==> config.mk <==
export PLATFORM = sky130hd
export DESIGN_NAME = lmc_mode_ctrl
export DESIGN_NICKNAME = d
export VERILOG_FILES = /design/src/pkg/lmc_pkg.sv /design/src/hw/lmc_mode_ctrl.sv /design/src/hw/lmc_hold_timer.sv
export SDC_FILE = /design/constraint.sdc
export NUM_CORES = 1
export LEC_CHECK = 0
export BUFFER_PORTS_ARGS = -buffer_cell sky130_fd_sc_hd__buf_4
export CORE_MARGIN = 10
export CORE_UTILIZATION = 60
export CTS_BUF_LIST = sky130_fd_sc_hd__clkbuf_4
export DETAILED_ROUTE_END_ITERATION = 6
export PLACE_DENSITY_LB_ADDON = 0.3
export RECOVER_POWER = 100
export SYNTH_ARGS = -nofsm -noshare
export SYNTH_HDL_FRONTEND = slang
export SYNTH_SLANG_ARGS = --single-unit
==> constraint.sdc <==
create_clock -name clk -period 2.4 [get_ports clk]
set_clock_uncertainty 0.1 [all_clocks]
set_input_delay 0.12 -clock clk [delete_from_list [all_inputs] [get_ports clk]]
set_output_delay 0.12 -clock clk [all_outputs]
set_load 0.03 [all_outputs]
==> src/pkg/lmc_pkg.sv <==
package lmc_pkg;

    // clock and internal time base
    localparam int unsigned CLK_NS       = 40;
    localparam int unsigned TICK_NS      = 1000;
    localparam int unsigned TICK_CYC     = (TICK_NS + CLK_NS - 1) / CLK_NS;

    // delays in microseconds, toggle minimum in nanoseconds, as printed or as chosen
    localparam int unsigned EN_FILT_US   = 10;
    localparam int unsigned WAKE_DG_US   = 70;
    localparam int unsigned SLEEP_US     = 70;
    localparam int unsigned BUS_WAKE_US  = 100;
    localparam int unsigned FIRST_DOM_US = 20;
    localparam int unsigned TXD_STUCK_US = 5000;
    localparam int unsigned TOG_MAX_US   = 45;
    localparam int unsigned TOG_MIN_NS   = 12500;

    // delays as counts of one-microsecond ticks
    localparam int unsigned EN_FILT_TK   = EN_FILT_US * 1000 / TICK_NS;
    localparam int unsigned WAKE_DG_TK   = WAKE_DG_US * 1000 / TICK_NS;
    localparam int unsigned SLEEP_TK     = (SLEEP_US * 1000 + TICK_NS - 1) / TICK_NS;
    localparam int unsigned BUS_WAKE_TK  = (BUS_WAKE_US * 1000 + TICK_NS - 1) / TICK_NS;
    localparam int unsigned FIRST_DOM_TK = (FIRST_DOM_US * 1000 + TICK_NS - 1) / TICK_NS;
    localparam int unsigned TXD_STUCK_TK = TXD_STUCK_US * 1000 / TICK_NS;
    localparam int unsigned TOG_MAX_TK   = TOG_MAX_US * 1000 / TICK_NS;
    localparam int unsigned TOG_MIN_TK   = (TOG_MIN_NS + TICK_NS - 1) / TICK_NS;

    // widths of internal counters
    localparam int unsigned DIV_W        = 5;
    localparam int unsigned TOG_W        = 7;

    // operating modes
    typedef enum logic [1:0] {
        LMC_SLEEP  = 2'b00,
        LMC_AWAKE  = 2'b01,
        LMC_NORMAL = 2'b10,
        LMC_PREP   = 2'b11
    } lmc_mode_t;

    // baud toggle sequence steps
    typedef enum logic [1:0] {
        LMC_TG_IDLE = 2'b00,
        LMC_TG_HI1  = 2'b01,
        LMC_TG_LO   = 2'b10,
        LMC_TG_HI2  = 2'b11
    } lmc_tog_t;

    // value after reset: awake, as after power-on
    localparam lmc_mode_t MODE_RST = LMC_AWAKE;

    // host pins
    typedef struct packed {
        logic en;   // enable pin, high = normal
        logic txd;  // transmit pin, low = dominant
    } lmc_host_t;

    // protection flags from the analog side
    typedef struct packed {
        logic over_temp;   // thermal shutdown flag
        logic under_volt;  // supply_rail below undervoltage_limit
    } lmc_fault_t;

    // whole state of the controller
    typedef struct packed {
        lmc_mode_t        mode;
        logic             en_prev;
        logic             wake_ref;
        logic             bus_armed;
        lmc_tog_t         tg_st;
        logic [TOG_W-1:0] tg_cnt;
        logic [TOG_W-1:0] tg_tot;
        logic             fast;
        logic [DIV_W-1:0] div;
        logic             tick;
        logic             bus_dom;
        logic             pull_strong;
        logic             reg_sw;
        logic             rx;
        logic             rx_oe;
    } lmc_state_t;

endpackage

==> src/hw/lmc_mode_ctrl.sv <==
`timescale 1ns/1ps
`default_nettype none

// Summary of operation
// - bus wake pulse end enters awake
// - awake waits for host enable high
// - recessive for first-dominant delay after normal entry
// - filtered enable rise wakes sleep to normal
// - latch wake level just before sleep
// - deglitched wake change leaves sleep to awake
// - awake to normal on filtered enable
// - power-on reset lands in awake
// - overheat cuts switch, bus recessive
// - undervoltage forces transmitter recessive in normal
// - transmit stuck low forces recessive
// - sleep: driver, switch off, receive floating
// - awake: switch on, receive low
// - preparation: weak pull-up, switch on
// - sleep after long enable low, stable wake
// - bus wake needs long dominant pulse
// - enable/transmit toggle flips fast baud
// - normal: transmit drives bus, receive mirrors
module lmc_mode_ctrl
    import lmc_pkg::*;
#(
    parameter int unsigned EN_FILT   = EN_FILT_TK,    // enable_wake_filter_time
    parameter int unsigned WAKE_DG   = WAKE_DG_TK,    // wake_pin_deglitch_time
    parameter int unsigned SLEEP_DLY = SLEEP_TK,      // sleep_entry_delay
    parameter int unsigned BUS_WAKE  = BUS_WAKE_TK,   // bus_wake_pulse_min
    parameter int unsigned FIRST_DOM = FIRST_DOM_TK,  // initial_dominant_delay
    parameter int unsigned TXD_STUCK = TXD_STUCK_TK,  // stuck transmit limit
    parameter int unsigned TICK_DIV  = TICK_CYC       // clocks per tick
) (
    input  wire logic               clk,                   // 25 MHz clock
    input  wire logic               arst_n,                // power-on reset, active low
    input  wire lmc_pkg::lmc_host_t host,                  // enable and transmit pins
    input  wire logic               wake_in,               // local wake switch level
    input  wire logic               bus_level,             // bus level, 1 = recessive
    input  wire lmc_pkg::lmc_fault_t faults,               // thermal and supply flags
    output var  logic               bus_drive_dom,         // driver pulls bus dominant
    output var  logic               bus_pullup_strong,     // strong pull-up connected
    output var  logic               regulator_switch_out,  // regulator switch on
    output var  logic               rx_out,                // receive pin level
    output var  logic               rx_out_en,             // receive pin driven
    output var  logic               fast_baud,             // fast baud selected
    output var  lmc_pkg::lmc_mode_t mode                   // current mode
);
    import lmc_pkg::*;

    lmc_state_t st_q;   // registered state
    lmc_state_t st_d;   // next state

    logic en_hi_ok;     // enable high for the filter time
    logic en_lo_ok;     // enable low for the filter time
    logic sleep_ok;     // enable low for the sleep delay
    logic wake_ok;      // wake differs from reference long enough
    logic bus_dom_ok;   // bus dominant long enough in sleep
    logic first_ok;     // initial dominant delay elapsed
    logic stuck;        // transmit held low too long

    // timers; every delay counts one-microsecond ticks
    lmc_hold_timer #(.N(EN_FILT)) u_en_hi (
        .clk(clk), .arst_n(arst_n), .tick(st_q.tick), .cond(host.en), .done(en_hi_ok));
    lmc_hold_timer #(.N(EN_FILT)) u_en_lo (
        .clk(clk), .arst_n(arst_n), .tick(st_q.tick), .cond(!host.en), .done(en_lo_ok));
    lmc_hold_timer #(.N(SLEEP_DLY)) u_sleep (
        .clk(clk), .arst_n(arst_n), .tick(st_q.tick), .cond(!host.en), .done(sleep_ok));
    lmc_hold_timer #(.N(WAKE_DG)) u_wake (
        .clk(clk), .arst_n(arst_n), .tick(st_q.tick),
        .cond(wake_in != st_q.wake_ref), .done(wake_ok));
    lmc_hold_timer #(.N(BUS_WAKE)) u_bus (
        .clk(clk), .arst_n(arst_n), .tick(st_q.tick),
        .cond(st_q.mode == LMC_SLEEP && !bus_level), .done(bus_dom_ok));
    lmc_hold_timer #(.N(FIRST_DOM)) u_first (
        .clk(clk), .arst_n(arst_n), .tick(st_q.tick),
        .cond(st_q.mode == LMC_NORMAL), .done(first_ok));
    lmc_hold_timer #(.N(TXD_STUCK)) u_stuck (
        .clk(clk), .arst_n(arst_n), .tick(st_q.tick),
        .cond(st_q.mode == LMC_NORMAL && !host.txd), .done(stuck));

    // next state: divider, modes, wake reference, toggle, outputs
    always_comb begin
        st_d = st_q;
        st_d.en_prev = host.en;

        // one-cycle tick every microsecond
        st_d.tick = (st_q.div == DIV_W'(TICK_DIV - 1));
        st_d.div  = st_d.tick ? '0 : st_q.div + DIV_W'(1);

        // mode sequencing
        unique case (st_q.mode)
            LMC_NORMAL: begin
                if (en_lo_ok) begin
                    st_d.mode = LMC_PREP;
                end
            end
            LMC_PREP: begin
                if (en_hi_ok) begin
                    st_d.mode = LMC_NORMAL;
                end else if (wake_ok) begin
                    // wake change settled before the sleep delay ran out
                    st_d.mode = LMC_AWAKE;
                end else if (sleep_ok) begin
                    st_d.mode = LMC_SLEEP;
                end
            end
            LMC_AWAKE: begin
                // stays here until the host raises enable
                if (en_hi_ok) begin
                    st_d.mode = LMC_NORMAL;
                end
            end
            LMC_SLEEP: begin
                if (en_hi_ok) begin
                    st_d.mode = LMC_NORMAL;
                end else if (wake_ok) begin
                    st_d.mode = LMC_AWAKE;
                end else if (st_q.bus_armed && bus_level) begin
                    st_d.mode = LMC_AWAKE;
                end
            end
        endcase

        // bus wake: armed by a long dominant, fired by the release edge
        if (st_d.mode != LMC_SLEEP) begin
            st_d.bus_armed = 1'b0;
        end else if (bus_dom_ok) begin
            st_d.bus_armed = 1'b1;
        end

        // reference follows wake while enabled outside sleep, frozen while enable is low
        // so a change during the sleep delay is still seen
        if (host.en && st_q.mode != LMC_SLEEP) begin
            st_d.wake_ref = wake_in;
        end
        if (st_d.mode == LMC_SLEEP && st_q.mode != LMC_SLEEP) begin
            st_d.wake_ref = wake_in;
        end

        // baud toggle: enable low with transmit high, high-low-high, enable up
        if (st_q.tick && st_q.tg_cnt != '1) begin
            st_d.tg_cnt = st_q.tg_cnt + TOG_W'(1);
        end
        if (st_q.tick && st_q.tg_tot != '1) begin
            st_d.tg_tot = st_q.tg_tot + TOG_W'(1);
        end
        unique case (st_q.tg_st)
            LMC_TG_IDLE: begin
                if (st_q.en_prev && !host.en && host.txd
                    && st_q.mode inside {LMC_NORMAL, LMC_PREP}) begin
                    st_d.tg_st  = LMC_TG_HI1;
                    st_d.tg_cnt = '0;
                    st_d.tg_tot = '0;
                end
            end
            LMC_TG_HI1: begin
                if (host.en || st_q.tg_tot > TOG_W'(TOG_MAX_TK)) begin
                    st_d.tg_st = LMC_TG_IDLE;
                end else if (!host.txd) begin
                    st_d.tg_st  = (st_q.tg_cnt >= TOG_W'(TOG_MIN_TK)) ? LMC_TG_LO : LMC_TG_IDLE;
                    st_d.tg_cnt = '0;
                end
            end
            LMC_TG_LO: begin
                if (host.en || st_q.tg_tot > TOG_W'(TOG_MAX_TK)) begin
                    st_d.tg_st = LMC_TG_IDLE;
                end else if (host.txd) begin
                    st_d.tg_st  = (st_q.tg_cnt >= TOG_W'(TOG_MIN_TK)) ? LMC_TG_HI2 : LMC_TG_IDLE;
                    st_d.tg_cnt = '0;
                end
            end
            LMC_TG_HI2: begin
                if (!host.txd || st_q.tg_tot > TOG_W'(TOG_MAX_TK)) begin
                    st_d.tg_st = LMC_TG_IDLE;
                end else if (host.en) begin
                    st_d.tg_st = LMC_TG_IDLE;
                    if (st_q.tg_cnt >= TOG_W'(TOG_MIN_TK)) begin
                        st_d.fast = !st_q.fast;
                    end
                end
            end
        endcase

        // outputs follow the next mode so they line up with mode
        st_d.pull_strong = (st_d.mode == LMC_NORMAL);
        // regulator switch on outside sleep, cut by overheat
        st_d.reg_sw  = (st_d.mode != LMC_SLEEP) && !faults.over_temp;
        // dominant only in normal, after the first delay, with no fault
        st_d.bus_dom = (st_d.mode == LMC_NORMAL) && first_ok && !host.txd
                       && !stuck
                       && !faults.under_volt
                       && !faults.over_temp;
        unique case (st_d.mode)
            LMC_NORMAL: begin
                st_d.rx_oe = 1'b1;
                st_d.rx    = bus_level || faults.over_temp;
            end
            LMC_AWAKE: begin
                st_d.rx_oe = 1'b1;
                st_d.rx    = 1'b0;
            end
            default: begin
                // sleep and preparation leave receive floating
                st_d.rx_oe = 1'b0;
                st_d.rx    = 1'b1;
            end
        endcase
    end

    // state register; reset is the power-on event
    always_ff @(posedge clk or negedge arst_n) begin
        if (!arst_n) begin
            st_q             <= '0;
            st_q.mode        <= MODE_RST;
            st_q.en_prev     <= 1'b0;
            st_q.tg_st       <= LMC_TG_IDLE;
            st_q.reg_sw      <= 1'b1;
            st_q.rx          <= 1'b0;
            st_q.rx_oe       <= 1'b1;
        end else begin
            st_q <= st_d;
        end
    end

    // every output straight from the state register
    assign bus_drive_dom        = st_q.bus_dom;
    assign bus_pullup_strong    = st_q.pull_strong;
    assign regulator_switch_out = st_q.reg_sw;
    assign rx_out               = st_q.rx;
    assign rx_out_en            = st_q.rx_oe;
    assign fast_baud            = st_q.fast;
    assign mode                 = st_q.mode;
endmodule

`default_nettype wire

==> src/hw/lmc_hold_timer.sv <==
`timescale 1ns/1ps
`default_nettype none

// reports that cond has held for n ticks without a break
module lmc_hold_timer #(
    parameter int unsigned N = 1,
    parameter int unsigned W = $clog2(N + 1)
) (
    input  wire logic clk,     // system clock
    input  wire logic arst_n,  // async reset, active low
    input  wire logic tick,    // time base enable
    input  wire logic cond,    // level being timed
    output var  logic done     // cond held n ticks
);
    typedef struct packed {
        logic [W-1:0] cnt;   // ticks seen so far
        logic         done;  // target reached
    } lmc_tmr_t;

    lmc_tmr_t st_q;
    lmc_tmr_t st_d;

    // count up while cond holds, saturate at n, clear on any break
    always_comb begin
        st_d = st_q;
        if (!cond) begin
            st_d.cnt = '0;
        end else if (tick && st_q.cnt != W'(N)) begin
            st_d.cnt = st_q.cnt + W'(1);
        end
        st_d.done = cond && (st_d.cnt == W'(N));
    end

    // state register
    always_ff @(posedge clk or negedge arst_n) begin
        if (!arst_n) begin
            st_q <= '0;
        end else begin
            st_q <= st_d;
        end
    end

    assign done = st_q.done;

endmodule

`default_nettype wire

; ---- Yosys cells after proc, flatten, opt, wreduce, memory -nomap -nowiden
; Cells that the tools add are included.
[totals]
out_inout_bits = 8
ff_bits = 87
[op_classes]
n_mux = 45
n_lt_le_gt_ge = 2
n_addsub = 10
eq_ne = 30
reduce_logical = 50
bitwise_logic = 1
[ops]
columns = operator, count
row1 = 2-to-1 mux 7 bit, 11
row2 = adder 7 x 1 -> 7 bit (second input constant), 5
row3 = != test 7 bit (second input constant), 5
row4 = logical AND 1 bit, 30
row5 = 2-to-1 mux 2 bit, 14
row6 = 2-to-1 mux 13 bit, 2
row7 = equality test 7 bit (second input constant), 3
row8 = case mux 7 bit (3 select lines), 1
row9 = 2-to-1 mux 9 bit, 2
row10 = 2-to-1 mux 16 bit, 1
row11 = 2-to-1 mux 4 bit, 4
row12 = case mux 2 bit (4 select lines), 2
row13 = 2-to-1 mux 5 bit, 3
row14 = adder 13 x 1 -> 13 bit (second input constant), 1
row15 = equality test 13 bit (second input constant), 1
row16 = != test 13 bit (second input constant), 1
row17 = adder 5 x 1 -> 5 bit (second input constant), 2
row18 = equality test 2 bit (second input constant), 5
row19 = equality test 5 bit (second input constant), 2
row20 = nonzero test 2 bit, 5
row21 = != test 3 bit (second input constant), 3
row22 = adder 4 x 1 -> 4 bit (second input constant), 2
row23 = equality test 4 bit (second input constant), 2
row24 = != test 4 bit (second input constant), 2
row25 = other kinds (13), 29

; ---- Depth between registers and ports, before layout
[logic_depth]
word_depth = 11
depth_mapped = 8
ltp_nobuf = 8

; ---- Cells and area by module
; From an unflattened synthesis, not the netlist that was laid out.
[hier_totals]
cells_unflattened = 487
hier_area_um2 = 4998.5
[modules_own_cells]
columns = mod, area_per_inst_um2, instances, seq_area_each_um2, cells_per_inst
row1 = lmc_mode_ctrl, 1722.9, 1, 829.5, 158
row2 = lmc_hold_timer at u_sleep ..., 471.7, 2, 200.2, 48
row3 = lmc_hold_timer at u_stuck, 927.1, 1, 350.3, 94
row4 = lmc_hold_timer at u_bus, 473.0, 1, 200.2, 49
row5 = lmc_hold_timer at u_first, 366.6, 1, 150.1, 34
row6 = lmc_hold_timer at u_en_lo, 292.8, 1, 125.1, 30
row7 = lmc_hold_timer at u_en_hi, 272.8, 1, 125.1, 26

; ---- Least setup slack after synthesis
; No wires, ideal clock.
[synth_timing]
path_kind = reg-to-reg
from = register u_wake.st_q[1] in the netlist's numbering
to = register u_wake.st_q (netlist bit u_wake.done)
required_time_ns = 2.205
setup_slack_ns = 0.284
synth_period_minus_slack_ns = 2.116
n_path_buf = 0
setup_time_ns = 0.095
arrival_time_ns = 1.921
stages_incl_launch_ff = 8
cell_sequence = dfrtp_1 > inv_1 > ha_1 > nand2_1 > o311ai_0 > xor2_1 > or4_1 > nor4b_2
[synth_lines]
columns = item, line_no
row1 = start: declaration, lmc_hold_timer.sv:20  ; lmc_tmr_t st_q;
row2 = start signal: assignment, lmc_hold_timer.sv:39  ; st_q <= st_d;

==> flow_summary.ini <==
[global_route]
grt_pass1_wl_mm = 15.8
grt-ovfl-total = 0
grt_antenna_before_repair = 0
grt_usage_pct = 16.4
grt_pass1_vias = 3483
grt_max_degree = 47

[clock_tree]
clk_latency_ns = 0.43
clkSinkCount = 87
htree_levels = 3
clockBufferDepth = 2
clk_pin_slew_ns = 0.13
cts_root_buffer = clkbuf_4
cts_tree = yes
cts_made_buffers = 9

[timing]
period_share_pct = 93.9
finalSetupViolCount = 0
period_needed_ns = 2.25
worst_pin_slew_ns = 1.10
finalHoldViolCount = 0
setup_tns_ns = 0
drv_slew = 0
whs_ns = 0.266
max_freq_ghz = 0.444
relSlewSlack_pct = 26.7
rsz0062_at_grt = false

[synth]
synth-compound-area-share_pct = 12.4
yosysWarnings = 0
synthAdderAreaFrac_pct = 6.23
yosys.area.top_type = dfrtp_1
ys_types = 60
yosys.cell_count.top_type = dfrtp_1
synth_mux_area_share_pct = 1.57
synth_ff_type = dfrtp_1
synthXorXnorAreaFrac_pct = 7.59
synth_area_um2 = 4620
synth_top_cell_area_share_pct = 45.5
async_flop_share_pct = 100
synth_nets = 497
synthTopCellsByArea = dfrtp_1 46%, ha_1 6.2%, xor2_1 4.9%, nor2_1 4.4%, xnor2_1 2.7%
synth_edf_count = 0
synthTopCellsByCount = 84 x dfrtp_1, 54 x nor2_1, 26 x inv_1, 26 x xor2_1
avgSynthCellArea_um2 = 9.90
yosys.area_share.simple_pct = 21.1
synthCells = 466
synth_top_family_by_area = simple AND/OR/NAND/NOR gates
synth-seq-area-share_pct = 47.2
synth-seq-cells = 87

[route]
post_drt_wl_per_cell_um = 14.9
firstDrtPassIters = 5
viasPerCell = 5.79
drc = 0
antenna_left = 0
routed-via-count = 3497
drt-initial-drc-count = 188
wirelength_mm = 9.01

[worst_setup_path]
path_max_fanout = 5
critPathLaunchType = flop
cp.required_ns = 2.63
endpoint_kind = flop
cpPeakStageDelay_ns = 0.48
worstPathCellList = inv_1 -> ha_1 -> nand2_1 -> o311ai_1 -> xor2_1 -> or4_1 -> nor4b_1
path_class = flop to flop
cp.arrival_ns = 2.48
crit_path_top_delay_cell = or4_1

[placed_design]
gp_routability_congestion = 0.846
numPortBuffers = 15
place_hpwl_mm = 6.44

[power]
power_density_nw_per_um2 = 529
p_leak_nw = 2.10
ir_drop_mv = 0.302

[floorplan]
die_x_um = 108
initial_core_util_pct = 62.6
die_h_um = 108
core-area_um2 = 7370
ios = 16
design.die.area_um2 = 11600
core.rowCount = 31

[run_status]
status = completed

[worst_hold_path]
hp-class = input pin to flop

[cells_and_area]
syn_to_final_growth_pct = 10.4
layout.nets = 531
n_antenna_cell = 0
drive_above_1_share_pct = 8.91

[job]
maxCapViolCount = 0
[worst paths after layout]
path                                     start              endpoint  slack (ns)  depth (start not counted)
worst max-delay path            u_wake.st_q[1]           u_wake.done        0.15                          7
worst min-delay path                 faults[1]  regulator_switch_out        0.27                          3
worst max register to register  u_wake.st_q[1]           u_wake.done        0.15                          7
worst min register to register       fast_baud             fast_baud        0.38                          1
max in group asynchronous               arst_n               st_q[5]        0.57                          3
min in group asynchronous               arst_n       u_first.st_q[1]        0.32                          2
[sequential cells by signal, indices dropped and copies added (netlist names)]
signal,count
st_q,25
u_stuck.st_q,13
u_bus.st_q,7
u_sleep.st_q,7
u_wake.st_q,7
u_first.st_q,5
u_en_hi.st_q,4
u_en_lo.st_q,4
mode,2
bus_drive_dom,1
bus_pullup_strong,1
fast_baud,1
regulator_switch_out,1
rx_out,1
rx_out_en,1
u_bus.done,1
u_en_hi.done,1
u_en_lo.done,1
u_first.done,1
u_sleep.done,1
u_stuck.done,1
u_wake.done,1
[final cells by class]
type	count	area [µm²]
Fill cell	576	2270
Tap cell	99	124
Clock buffer	12	90.1
Timing Repair Buffer	40	258
Multi-Input combinational cell	336	2250
Clock inverter	4	93.8
Inverter	26	97.6
Sequential cell	87	2180
[cell families after synthesis]
kind of cell | count (synthesis)
AO/OA/AOI/OAI | 86
multiplexers | 7
XOR/XNOR | 40
adder cells (fa/ha/maj) | 23
buffers and inverters | 43
AND/OR/NAND/NOR | 180
flip-flops | 87
[routing by layer]
metal	GRT usage (%)	up-vias	share of wire, %
met5	0	-	0
met4	5.44	0	1.6
met3	4.31	11	3.8
met2	26.5	70	47
met1	20.8	1685	47
li1	-	1731	-
[critical path, delay by kind of cell, from the launching register on]
family / cells / cell delay [ns]
fa+ha+maj: 1 / 0.19
buf+inv: 1 / 0.14
flops: 1 / 0.44
compound gates: 1 / 0.28
simple gates: 3 / 0.90
xor+xnor: 1 / 0.13
[placed cells by master, fill, tap and decap left out, types with 6 or more instances in the layout]
| cell | synthesis | final |
|---|---|---|
| buf_4 | 3 | 12 |
| and3_1 | 6 | 6 |
| ha_1 | 23 | 22 |
| dlygate4sd3_1 | 0 | 7 |
| nor2_1 | 54 | 54 |
| nor4_1 | 6 | 6 |
| clkbuf_1 | 8 | 18 |
| nor3_1 | 9 | 9 |
| clkbuf_4 | 0 | 12 |
| o21ai_0 | 20 | 18 |
| nand4_1 | 19 | 19 |
| xor2_1 | 26 | 26 |
| a211oi_1 | 6 | 6 |
| or3_1 | 10 | 10 |
| nand2_1 | 23 | 23 |
| nand3_1 | 18 | 18 |
| dfrtp_1 | 84 | 84 |
| xnor2_1 | 14 | 14 |
| a21oi_1 | 22 | 22 |
| inv_1 | 26 | 26 |
[per-stage QoR]
stage / std cells / power (W) / util [%] / setup WS (ns) / instance area, µm²
2_1_floorplan: 466 / 0.00161 / - / 0.284 / 4620
3_3_place_gp: 580 / 0.00170 / 66.6 / 0.213 / 4910
3_5_place_dp: 580 / 0.00170 / 66.6 / 0.0994 / 4910
4_1_cts: 603 / 0.00273 / 70.1 / 0.0511 / 5160
5_1_grt: 604 / 0.00280 / 69.2 / 0.00621 / 5100
6_report: 604 / 0.00270 / 69.2 / 0.147 / 5100
[report_power, final]
part / switching [W] / leakage, nW / total [W] / internal, W
combinational: 0.000112 / 0.888 / 0.000168 / 0.0000565
clock: 0.000469 / 0.0992 / 0.00103 / 0.000561
sequential: 0.0000110 / 1.11 / 0.00150 / 0.00149
total: 0.000591 / 2.10 / 0.00270 / 0.00211
[repair_timing]
item,CTS,global route
hold buffers,7,0
buffers inserted,0,1
gates resized for setup,0,4
endpoints found under the setup margin,0,2
hold endpoints to repair,67,0
Power figures use the tool's default switching activity.
